### src/hw/pwmcfg_params.svh
// constants of the pwm engine configuration block: codes, fields, defaults
`ifndef PWMCFG_PARAMS_SVH
`define PWMCFG_PARAMS_SVH

// command codes
`define PWMCFG_CMD_COMMANDED_RESET    8'hFD
`define PWMCFG_CMD_PWM_MODE           8'hD4
`define PWMCFG_CMD_PHASE_SHARE_CFG    8'hF5
`define PWMCFG_CMD_SWITCH_FREQ        8'h33

// reset values
`define PWMCFG_PWM_MODE_RESET         8'hC1
`define PWMCFG_PHASE_CFG_RESET        8'h10
`define PWMCFG_SWITCH_FREQ_RESET      16'hFABC

// pwm mode byte fields
`define PWMCFG_MODE_CONTINUOUS_BIT    0
`define PWMCFG_MODE_VRANGE_LOW_BIT    1
`define PWMCFG_MODE_SERVO_BIT         6
`define PWMCFG_MODE_IRANGE_HIGH_BIT   7

// phase and share config byte fields
`define PWMCFG_CFG_PHASE_MSB          2
`define PWMCFG_CFG_PHASE_LSB          0
`define PWMCFG_CFG_SHARE_CLK_EN_BIT   4
`define PWMCFG_CFG_EA_COUPLE_BIT      7
`define PWMCFG_PHASE_CODE_UNDEFINED   3'h7

// exp5_mant11_format fields
`define PWMCFG_LIN_EXP_MSB            15
`define PWMCFG_LIN_EXP_LSB            11
`define PWMCFG_LIN_MANT_MSB           10

// supported switching frequencies, kHz; zero stands for external oscillator
`define PWMCFG_FREQ_EXTERNAL          16'h0000
`define PWMCFG_FREQ_250               16'd250
`define PWMCFG_FREQ_350               16'd350
`define PWMCFG_FREQ_425               16'd425
`define PWMCFG_FREQ_500               16'd500
`define PWMCFG_FREQ_575               16'd575
`define PWMCFG_FREQ_650               16'd650
`define PWMCFG_FREQ_750               16'd750
`define PWMCFG_FREQ_1000              16'd1000

`endif

### src/hw/pwmcfg_pkg.sv
// types shared by the pwm engine configuration block
package pwmcfg_pkg;

  typedef logic [7:0]  pwmcfg_byte_t;
  typedef logic [15:0] pwmcfg_word_t;
  typedef logic [8:0]  pwmcfg_deg_t;

  // outcome of one host command
  typedef enum logic [1:0] {
    PWMCFG_RESP_OK,
    PWMCFG_RESP_BUSY,
    PWMCFG_RESP_UNSUPPORTED
  } pwmcfg_resp_t;

endpackage

### src/hw/pwmcfg_phase_decode.sv
// phase selection code to per-channel phase offsets in degrees
`timescale 1ns/1ps
module pwmcfg_phase_decode (
  // selection
  input  wire logic [2:0]               i_code,
  // offsets after the sync falling edge
  output pwmcfg_pkg::pwmcfg_deg_t       o_phase0_deg,
  output pwmcfg_pkg::pwmcfg_deg_t       o_phase1_deg,
  output logic                          o_valid
);
  import pwmcfg_pkg::*;

  always_comb begin
    o_valid      = 1'b1;
    o_phase0_deg = 9'd0;
    o_phase1_deg = 9'd180;
    unique case (i_code)
      3'b000: begin
        o_phase0_deg = 9'd0;
        o_phase1_deg = 9'd180;
      end
      3'b001: begin
        o_phase0_deg = 9'd90;
        o_phase1_deg = 9'd270;
      end
      3'b010: begin
        o_phase0_deg = 9'd0;
        o_phase1_deg = 9'd240;
      end
      3'b011: begin
        o_phase0_deg = 9'd0;
        o_phase1_deg = 9'd120;
      end
      3'b100: begin
        o_phase0_deg = 9'd120;
        o_phase1_deg = 9'd240;
      end
      3'b101: begin
        o_phase0_deg = 9'd60;
        o_phase1_deg = 9'd240;
      end
      3'b110: begin
        o_phase0_deg = 9'd120;
        o_phase1_deg = 9'd300;
      end
      3'b111: begin
        // undefined code, never stored
        o_valid = 1'b0;
      end
    endcase
  end

endmodule // pwmcfg_phase_decode

### src/hw/pwmcfg_top.sv
// pwm engine configuration commands: reset, mode, phase/share, frequency
`timescale 1ns/1ps
`include "pwmcfg_params.svh"

module pwmcfg_top (
  // clock and reset
  input  wire logic                     i_clock,
  input  wire logic                     i_reset_n,
  // host command port
  input  wire logic                     i_cmd_valid,
  input  wire logic                     i_cmd_write,
  input  wire logic [7:0]               i_cmd_code,
  input  wire logic                     i_cmd_page,
  input  wire pwmcfg_pkg::pwmcfg_word_t i_cmd_wdata,
  output logic                          o_cmd_done,
  output pwmcfg_pkg::pwmcfg_resp_t      o_cmd_resp,
  output pwmcfg_pkg::pwmcfg_word_t      o_cmd_rdata,
  output logic                          o_busy_fault,
  output logic                          o_commanded_reset,
  // channel state
  input  wire logic [1:0]               i_run,
  input  wire logic [1:0]               i_commanded_on,
  input  wire logic [1:0]               i_ramping_on,
  input  wire logic [1:0]               i_ramping_off,
  // input supply comparators
  input  wire logic                     i_vin_above_turn_on,
  input  wire logic                     i_vin_below_turn_off,
  // shared sync signal
  input  wire logic                     i_sync,
  // pwm engine controls
  output logic [1:0]                    o_forced_continuous,
  output logic [1:0]                    o_current_range_high,
  output logic [1:0]                    o_voltage_range_low,
  output logic [1:0]                    o_servo_active,
  output logic                          o_ea_coupled,
  output pwmcfg_pkg::pwmcfg_deg_t       o_phase0_deg,
  output pwmcfg_pkg::pwmcfg_deg_t       o_phase1_deg,
  output logic                          o_sync_fall,
  output pwmcfg_pkg::pwmcfg_word_t      o_switch_freq_khz,
  output logic                          o_external_osc,
  output logic                          o_pll_relock,
  // share clock pin, open drain
  output logic                          o_share_clk_out,
  output logic                          o_share_clk_oe
);
  import pwmcfg_pkg::*;

  ////////////////////////////////////////////////////////////////////////////
  // helpers

  // exp5_mant11_format to an integer, clipped to 0..65535
  function automatic pwmcfg_word_t lin11_value(input pwmcfg_word_t w);
    logic signed [4:0]  e;
    logic signed [31:0] m;
    logic signed [31:0] v;
    logic [4:0]         sh;
    e  = w[`PWMCFG_LIN_EXP_MSB:`PWMCFG_LIN_EXP_LSB];
    m  = 32'(signed'(w[`PWMCFG_LIN_MANT_MSB:0]));
    sh = 5'(-e);
    if (e < 0)
      v = m >>> sh;
    else
      v = m <<< e[3:0];
    if (v < 0)
      lin11_value = 16'h0000;
    else if (v > 32'sd65535)
      lin11_value = 16'hFFFF;
    else
      lin11_value = v[15:0];
  endfunction

  function automatic logic freq_supported(input pwmcfg_word_t khz);
    freq_supported = (khz == `PWMCFG_FREQ_EXTERNAL) ||
                     (khz == `PWMCFG_FREQ_250) || (khz == `PWMCFG_FREQ_350) ||
                     (khz == `PWMCFG_FREQ_425) || (khz == `PWMCFG_FREQ_500) ||
                     (khz == `PWMCFG_FREQ_575) || (khz == `PWMCFG_FREQ_650) ||
                     (khz == `PWMCFG_FREQ_750) || (khz == `PWMCFG_FREQ_1000);
  endfunction

  ////////////////////////////////////////////////////////////////////////////
  // reset release

  logic [1:0] rst_sync_reg;
  logic       rst_n;
  logic       soft_rst_reg;

  always_ff @(posedge i_clock or negedge i_reset_n) begin
    if (!i_reset_n)
      rst_sync_reg <= 2'b00;
    else
      rst_sync_reg <= {rst_sync_reg[0], 1'b1};
  end
  assign rst_n = rst_sync_reg[1];

  ////////////////////////////////////////////////////////////////////////////
  // command decode

  logic         chan_running [2];
  logic         device_off;
  logic         hit_reset;
  logic         hit_mode;
  logic         hit_cfg;
  logic         hit_freq;
  logic         wr;
  logic         rd;
  logic         cfg_code_ok;
  logic [15:0]  freq_khz_new;
  logic         freq_ok;
  logic         cfg_accept;
  logic         freq_accept;
  logic         mode_accept;
  logic         busy_refuse;
  logic         bad_cmd;
  pwmcfg_resp_t resp_next;
  pwmcfg_word_t rdata_next;

  pwmcfg_byte_t mode_reg [2];
  pwmcfg_byte_t cfg_reg;
  pwmcfg_word_t freq_reg;

  // off means every channel has run low or is commanded off
  assign chan_running[0] = i_run[0] & i_commanded_on[0];
  assign chan_running[1] = i_run[1] & i_commanded_on[1];
  assign device_off      = !(chan_running[0] || chan_running[1]);

  assign hit_reset = (i_cmd_code == `PWMCFG_CMD_COMMANDED_RESET);
  assign hit_mode  = (i_cmd_code == `PWMCFG_CMD_PWM_MODE);
  assign hit_cfg   = (i_cmd_code == `PWMCFG_CMD_PHASE_SHARE_CFG);
  assign hit_freq  = (i_cmd_code == `PWMCFG_CMD_SWITCH_FREQ);
  assign wr        = i_cmd_valid & i_cmd_write & !soft_rst_reg;
  assign rd        = i_cmd_valid & !i_cmd_write & !soft_rst_reg;

  assign cfg_code_ok  = (i_cmd_wdata[`PWMCFG_CFG_PHASE_MSB:`PWMCFG_CFG_PHASE_LSB]
                         != `PWMCFG_PHASE_CODE_UNDEFINED);
  assign freq_khz_new = lin11_value(i_cmd_wdata);
  assign freq_ok      = freq_supported(freq_khz_new);

  // voltage-range bit is left to the host to change only while off
  assign mode_accept = wr & hit_mode;
  assign cfg_accept  = wr & hit_cfg & device_off & cfg_code_ok;
  assign freq_accept = wr & hit_freq & device_off & freq_ok;
  // off-state check comes before the value check
  assign busy_refuse = wr & (hit_cfg | hit_freq) & !device_off;
  assign bad_cmd     = (wr & !(hit_reset | hit_mode | hit_cfg | hit_freq)) |
                       (wr & hit_cfg & device_off & !cfg_code_ok) |
                       (wr & hit_freq & device_off & !freq_ok) |
                       (rd & !(hit_mode | hit_cfg | hit_freq));

  assign resp_next = busy_refuse ? PWMCFG_RESP_BUSY :
                     bad_cmd     ? PWMCFG_RESP_UNSUPPORTED :
                                   PWMCFG_RESP_OK;

  // reserved bits are stored and read back untouched
  assign rdata_next = !rd       ? o_cmd_rdata :
                      hit_mode  ? {8'h00, mode_reg[i_cmd_page]} :
                      hit_cfg   ? {8'h00, cfg_reg} :
                      hit_freq  ? freq_reg : 16'h0000;

  ////////////////////////////////////////////////////////////////////////////
  // command answer, one cycle after the request

  always_ff @(posedge i_clock or negedge rst_n) begin
    if (!rst_n) begin
      o_cmd_done        <= 1'b0;
      o_cmd_resp        <= PWMCFG_RESP_OK;
      o_cmd_rdata       <= 16'h0000;
      o_busy_fault      <= 1'b0;
      o_commanded_reset <= 1'b0;
      soft_rst_reg      <= 1'b0;
    end else begin
      o_cmd_done        <= wr | rd;
      o_cmd_resp        <= (wr | rd) ? resp_next : o_cmd_resp;
      o_cmd_rdata       <= rdata_next;
      o_busy_fault      <= busy_refuse;
      o_commanded_reset <= wr & hit_reset;
      soft_rst_reg      <= wr & hit_reset;
    end
  end

  ////////////////////////////////////////////////////////////////////////////
  // configuration storage; commanded reset brings back the defaults

  always_ff @(posedge i_clock or negedge rst_n) begin
    if (!rst_n) begin
      mode_reg[0] <= `PWMCFG_PWM_MODE_RESET;
      mode_reg[1] <= `PWMCFG_PWM_MODE_RESET;
      cfg_reg     <= `PWMCFG_PHASE_CFG_RESET;
      freq_reg    <= `PWMCFG_SWITCH_FREQ_RESET;
    end else if (soft_rst_reg) begin
      mode_reg[0] <= `PWMCFG_PWM_MODE_RESET;
      mode_reg[1] <= `PWMCFG_PWM_MODE_RESET;
      cfg_reg     <= `PWMCFG_PHASE_CFG_RESET;
      freq_reg    <= `PWMCFG_SWITCH_FREQ_RESET;
    end else begin
      if (mode_accept)
        mode_reg[i_cmd_page] <= i_cmd_wdata[7:0];
      if (cfg_accept)
        cfg_reg <= i_cmd_wdata[7:0];
      if (freq_accept)
        freq_reg <= i_cmd_wdata;
    end
  end

  ////////////////////////////////////////////////////////////////////////////
  // pwm engine controls; bits 5:2 of the mode byte feed nothing

  genvar ch;
  generate
    for (ch = 0; ch < 2; ch++) begin : g_chan
      // ramp-on always skips pulses so the output cannot sink current
      assign o_forced_continuous[ch] =
        mode_reg[ch][`PWMCFG_MODE_CONTINUOUS_BIT] &
        !i_ramping_on[ch];
      assign o_current_range_high[ch] =
        mode_reg[ch][`PWMCFG_MODE_IRANGE_HIGH_BIT];
      assign o_voltage_range_low[ch] =
        mode_reg[ch][`PWMCFG_MODE_VRANGE_LOW_BIT];
      assign o_servo_active[ch] =
        mode_reg[ch][`PWMCFG_MODE_SERVO_BIT] & chan_running[ch] &
        !i_ramping_on[ch] & !i_ramping_off[ch];
    end
  endgenerate

  // bits 6, 5 and 3 of the shared byte feed nothing
  assign o_ea_coupled = cfg_reg[`PWMCFG_CFG_EA_COUPLE_BIT];

  pwmcfg_phase_decode u_phase_decode (
    .i_code       (cfg_reg[`PWMCFG_CFG_PHASE_MSB:`PWMCFG_CFG_PHASE_LSB]),
    .o_phase0_deg (o_phase0_deg),
    .o_phase1_deg (o_phase1_deg),
    .o_valid      ()
  );

  ////////////////////////////////////////////////////////////////////////////
  // sync falling edge, the zero-degree reference for both phases

  logic sync_d_reg;

  always_ff @(posedge i_clock or negedge rst_n) begin
    if (!rst_n) begin
      sync_d_reg  <= 1'b0;
      o_sync_fall <= 1'b0;
    end else begin
      sync_d_reg  <= i_sync;
      o_sync_fall <= sync_d_reg & !i_sync;
    end
  end

  ////////////////////////////////////////////////////////////////////////////
  // switching frequency and pll relock

  logic [15:0] freq_khz_cur;

  assign freq_khz_cur = lin11_value(freq_reg);

  always_ff @(posedge i_clock or negedge rst_n) begin
    if (!rst_n) begin
      o_switch_freq_khz <= `PWMCFG_FREQ_350;
      o_external_osc    <= 1'b0;
      o_pll_relock      <= 1'b0;
    end else begin
      o_switch_freq_khz <= freq_khz_cur;
      o_external_osc    <= (freq_khz_cur == `PWMCFG_FREQ_EXTERNAL);
      // only a real change forces the pll to hunt again
      o_pll_relock      <= freq_accept & (i_cmd_wdata != freq_reg);
    end
  end

  ////////////////////////////////////////////////////////////////////////////
  // share clock pin

  logic vin_ok_reg;
  logic first_up_reg;
  logic share_low;

  // hysteresis latch between the turn-on and turn-off comparators
  always_ff @(posedge i_clock or negedge rst_n) begin
    if (!rst_n) begin
      vin_ok_reg   <= 1'b0;
      first_up_reg <= 1'b0;
    end else begin
      if (i_vin_above_turn_on)
        vin_ok_reg <= 1'b1;
      else if (i_vin_below_turn_off)
        vin_ok_reg <= 1'b0;
      if (i_vin_above_turn_on)
        first_up_reg <= 1'b1;
    end
  end

  // with the enable clear only the first power-up holds the pin
  assign share_low = cfg_reg[`PWMCFG_CFG_SHARE_CLK_EN_BIT] ? !vin_ok_reg :
                                                             !first_up_reg;
  assign o_share_clk_out = 1'b0;
  assign o_share_clk_oe  = share_low;

endmodule // pwmcfg_top

### config.mk
export PLATFORM = sky130hd
export DESIGN_NAME = pwmcfg_top
export DESIGN_NICKNAME = d
export VERILOG_FILES = /design/src/hw/pwmcfg_pkg.sv /design/src/hw/pwmcfg_phase_decode.sv /design/src/hw/pwmcfg_top.sv
export VERILOG_INCLUDE_DIRS = /design/src /design/src/hw
export SDC_FILE = /design/constraint.sdc
export NUM_CORES = 1
export LEC_CHECK = 0
export BUFFER_PORTS_ARGS = -buffer_cell sky130_fd_sc_hd__buf_2
export CAP_MARGIN = 30
export CORE_MARGIN = 5
export CORE_UTILIZATION = 58
export CTS_CLUSTER_DIAMETER = 200
export DETAILED_ROUTE_END_ITERATION = 12
export GPL_ROUTABILITY_DRIVEN = 1
export PLACE_DENSITY = 0.81
export SYNTH_ARGS = -nofsm -noshare
export SYNTH_HDL_FRONTEND = slang
export SYNTH_SLANG_ARGS = --single-unit
export TNS_END_PERCENT = 10
### constraint.sdc
create_clock -name i_clock -period 3.3 [get_ports i_clock]
set_input_delay 0.66 -clock i_clock [delete_from_list [all_inputs] [get_ports i_clock]]
set_output_delay 0.66 -clock i_clock [all_outputs]
set_load 0.01 [all_outputs]
==> parameters.txt <==
Parameter                              Value

Worst setup path
  Capturing element type of the critical path    flip-flop
  Data required time of the critical path    3.57 ns
  CP max FO    6
  Delay contributed by the slowest stage of the critical path    0.40 ns
  Data arrival, critical path    3.53 ns
  Critical Path, Cell by Cell    buf_6 > inv_4 > ha_4 > xnor2_4 > buf_4 > o21ai_1 > o311ai_2 > buf_4 > nand3_1 > a2111o_1 > and4_4 > o211ai_2 > nor2b_4 > buf_12 > mux2i_1
  Startpoint class of the critical path    primary input
  Type of the worst setup path    in -> reg
  Slowest cell on the critical path    sky130_fd_sc_hd__o311ai_2
  Critical Path Most Common Cell    sky130_fd_sc_hd__buf_4
  R2R depth    8

Clock network
  Clock Path Buffers    2
  Clk root buf    sky130_fd_sc_hd__clkbuf_16
  CTS Hold Bufs    0
  Clock-pin slew on the worst setup and hold paths    0.07 ns
  Number of clock sinks    85
  TritonCTS clock tree    done
  Max H-tree Level    3
  Clock buffer count from CTS    9
  Clock latency at the later pin of the worst-skew pair    0.35 ns

Job
  Max-cap violations    0

Drt
  Aggregate routed wire length    22240 um
  Number of optimization iterations in the first detailed-route pass    5
  Vias post-DR    6927
  Number of DRC markers in iteration 0    691
  Final ANT Viol Nets    0
  Vias per cell    6.303
  Drt drc    0
  Routed length per placed instance    ~20 um

Die
  Chip width    119.5 um
  Area of the die    14280 um^2
  Starting density of the core    58.64%
  Site row count    40
  Core area    11860 um^2
  Ports    around 110
  Vertical die dimension    between 100 and 150 um

STA
  Clock period minus worst slack    3.257 ns
  Rel. slew slack    46.12%
  Final count of hold timing violations    0
  Setup TNS    0 ns
  Number of pins exceeding their max-slew limit in the final report    0
  RSZ-0062 raised after global routing    yes
  Post-route clock skew    0.009276 ns
  Tcrit/Tclk final    98.69%
  Total setup violations reported at the end of the flow    0
  Worst-margin pin slew    between 0.8 and 0.9 ns
  Final worst-path setup slack    0.04338 ns
  Achievable Freq    between 300 and 400 MHz

Yosys
  Share of cell area taken by muxes after synthesis    17.04%
  Number of warning messages in the yosys log    0
  Number of distinct standard cells referenced by the synthesized netlist    88
  Sequential area share after synthesis    31.01%
  Gate count of the mapped netlist    797
  Adder-cell area share of the yosys netlist    less than 1%
  Simple-Gate Fraction of Synth Area    22.72%
  Parity-gate share of the synthesized area counting xor and xnor cells    2.752%
  Share of async-settable or async-resettable flops after synthesis    between 90% and 100%
  Most used flip-flop cell after synthesis    sky130_fd_sc_hd__dfrtp_1
  Number of enable flip-flop cells after synthesis    0
  Area fraction in compound gates after synthesis    18.19%
  Main combinational cell family by area after synthesis    simple AND/OR/NAND/NOR gates
  Post-synthesis instance area    6955 um^2
  Average cell area after synthesis    8.727 um^2
  Yosys reg bits    85

Outcome
  Run status    complete, no violations

Power
  P_leak    4.122 nW
  Worst IR Drop VDD    roughly 0.22 mV
  Power Density    ~340 nW/um^2

Placement
  Sum of net half-perimeters after detailed placement    15730 um
  Total of buffers placed on input and output ports    103
  Final Wtd Congestion    0.9126
  Worst slack at placement    -0.4315 ns

GRT
  Leftover overflow at the end of global routing    0
  Antenna violations before repair    0
  Pin count of the biggest net entering global routing    58
  Total global-route track usage    31.12%
  First-pass GRT wire length    35730 um
  Number of global-route vias before repair    6953

Layout
  Number of nets in the finished design    ~1000
  Fill cells    869
  Final design utilization    74.48%
  Commonest cells after routing, fill and taps aside    107 x sky130_fd_sc_hd__buf_4, 101 x sky130_fd_sc_hd__buf_2, 83 x sky130_fd_sc_hd__nor2_1
  Share of post-route cells with drive strength above 1    36.34%
  Most common cell after layout, fill and taps aside    sky130_fd_sc_hd__buf_4
  Area growth from synthesis to layout    27.02%
  Ant. Diodes    0

Min path
  Hold Crit Class    in -> async
-- per-layer routing --
| layer | share of wire (%) | vias to the layer above | GRT usage, % |
|---|---|---|---|
| met3 | 6.2 | 68 | 5.514 |
| met1 | 39 | 3351 | 37.78 |
| li1 | - | 3179 | - |
| met4 | 3.7 | 0 | 12.74 |
| met5 | 0 | - | 0 |
| met2 | 51 | 329 | 54.66 |
-- where the power goes --
group	switching, mW	internal, mW
logic	0.388	0.338
clock network	0.454	0.752
registers	0.0305	1.08
total	0.872	2.17
-- final timing paths --
kind                                           start  slack, ns                                  end
max                                  i_cmd_wdata[11]       0.04              freq_reg[3]$_DFFE_PN1P_
min                                        i_reset_n       0.07            rst_sync_reg[1]$_DFF_PN0_
max reg2reg                 freq_reg[11]$_DFFE_PN1P_       0.16             o_external_osc$_DFF_PN0_
min reg2reg                rst_sync_reg[1]$_DFF_PN0_       0.27          o_cmd_rdata[14]$_DFFE_PN0P_
max in group asynchronous  rst_sync_reg[1]$_DFF_PN0_       2.36  o_current_range_high[1]$_DFFE_PN1P_
min in group i_clock       rst_sync_reg[0]$_DFF_PN0_       0.35            rst_sync_reg[1]$_DFF_PN0_
-- worst max-delay path, delay by kind of cell --
family	cells	cell delay (ns)
xor+xnor	1	0.22
mux	1	0.22
buf+inv	5	0.70
simple gates	3	0.55
compound gates	4	0.98
fa+ha+maj	1	0.18
-- final cells by class --
| type | instances | area (um^2) | area share (%) |
|---|---|---|---|
| well taps | 147 | 183.9 | 2.082 |
| clock buffers | 9 | 225.2 | 2.549 |
| multi-input cells | 606 | 4542 | 51.41 |
| repair buffers | 221 | 1496 | 16.94 |
| clock inverters | 7 | 127.6 | 1.445 |
| inverters | 24 | 95.09 | 1.076 |
| flip-flops and latches | 85 | 2165 | 24.50 |
-- cells in the mapped netlist (5+ instances only) --
cell type,count,area (um^2)
sky130_fd_sc_hd__a21oi_1,45,225.2
sky130_fd_sc_hd__nor4_1,11,68.82
sky130_fd_sc_hd__a221oi_1,8,70.07
sky130_fd_sc_hd__buf_4,10,75.07
sky130_fd_sc_hd__or3_1,5,31.28
sky130_fd_sc_hd__a21o_1,6,45.04
sky130_fd_sc_hd__a211o_1,9,78.83
sky130_fd_sc_hd__nand3b_1,6,45.04
sky130_fd_sc_hd__nor3_1,18,90.09
sky130_fd_sc_hd__xor2_1,9,78.83
sky130_fd_sc_hd__o21ai_0,31,155.2
sky130_fd_sc_hd__nor2_1,84,315.3
sky130_fd_sc_hd__clkbuf_1,44,165.2
sky130_fd_sc_hd__mux4_2,19,427.9
sky130_fd_sc_hd__dfstp_2,24,630.6
sky130_fd_sc_hd__a211oi_1,11,82.58
sky130_fd_sc_hd__nor2b_1,16,100.1
sky130_fd_sc_hd__dfrtp_1,61,1526
sky130_fd_sc_hd__mux2_2,5,56.30
sky130_fd_sc_hd__and3_1,9,56.30
sky130_fd_sc_hd__xnor2_1,11,96.34
sky130_fd_sc_hd__mux2i_1,66,660.6
sky130_fd_sc_hd__nor3b_1,7,52.55
sky130_fd_sc_hd__buf_6,5,56.30
sky130_fd_sc_hd__a31oi_1,8,50.05
sky130_fd_sc_hd__inv_1,22,82.58
sky130_fd_sc_hd__nand2b_1,24,150.1
sky130_fd_sc_hd__nand4_1,7,43.79
sky130_fd_sc_hd__buf_1,10,37.54
sky130_fd_sc_hd__nand3_1,17,85.08
sky130_fd_sc_hd__buf_2,16,80.08
sky130_fd_sc_hd__nand2_1,78,292.8
sky130_fd_sc_hd__o211ai_1,5,37.54
-- what timing repair did --
item / 4_1_cts / 5_1_grt
pin swaps: 14 / 12
setup endpoints to repair: 17 / 18
buffers inserted: 6 / 3
cloned: 2 / 1
gates resized for setup: 34 / 31
-- through the flow --
step,power [mW],instance area (um^2),hold slack (ns),instances
3_3_place_gp,1.745,8074,0.3372,1072
5_1_grt,3.156,8835,0.06653,1099
6_report,3.043,8835,0.07351,1099
2_1_floorplan,1.516,7017,0.3312,801
4_1_cts,3.009,8722,0.06920,1097
3_5_place_dp,1.764,8102,0.2891,1073
-- cells by family after synthesis --
logic type / after synthesis
other: 2
flip-flops: 85
AO/OA/AOI/OAI: 175
multiplexers: 92
AND/OR/NAND/NOR: 309
XOR/XNOR: 21
buffers and inverters: 111
adder cells (fa/ha/maj): 2
Power figures use the tool's default switching activity.
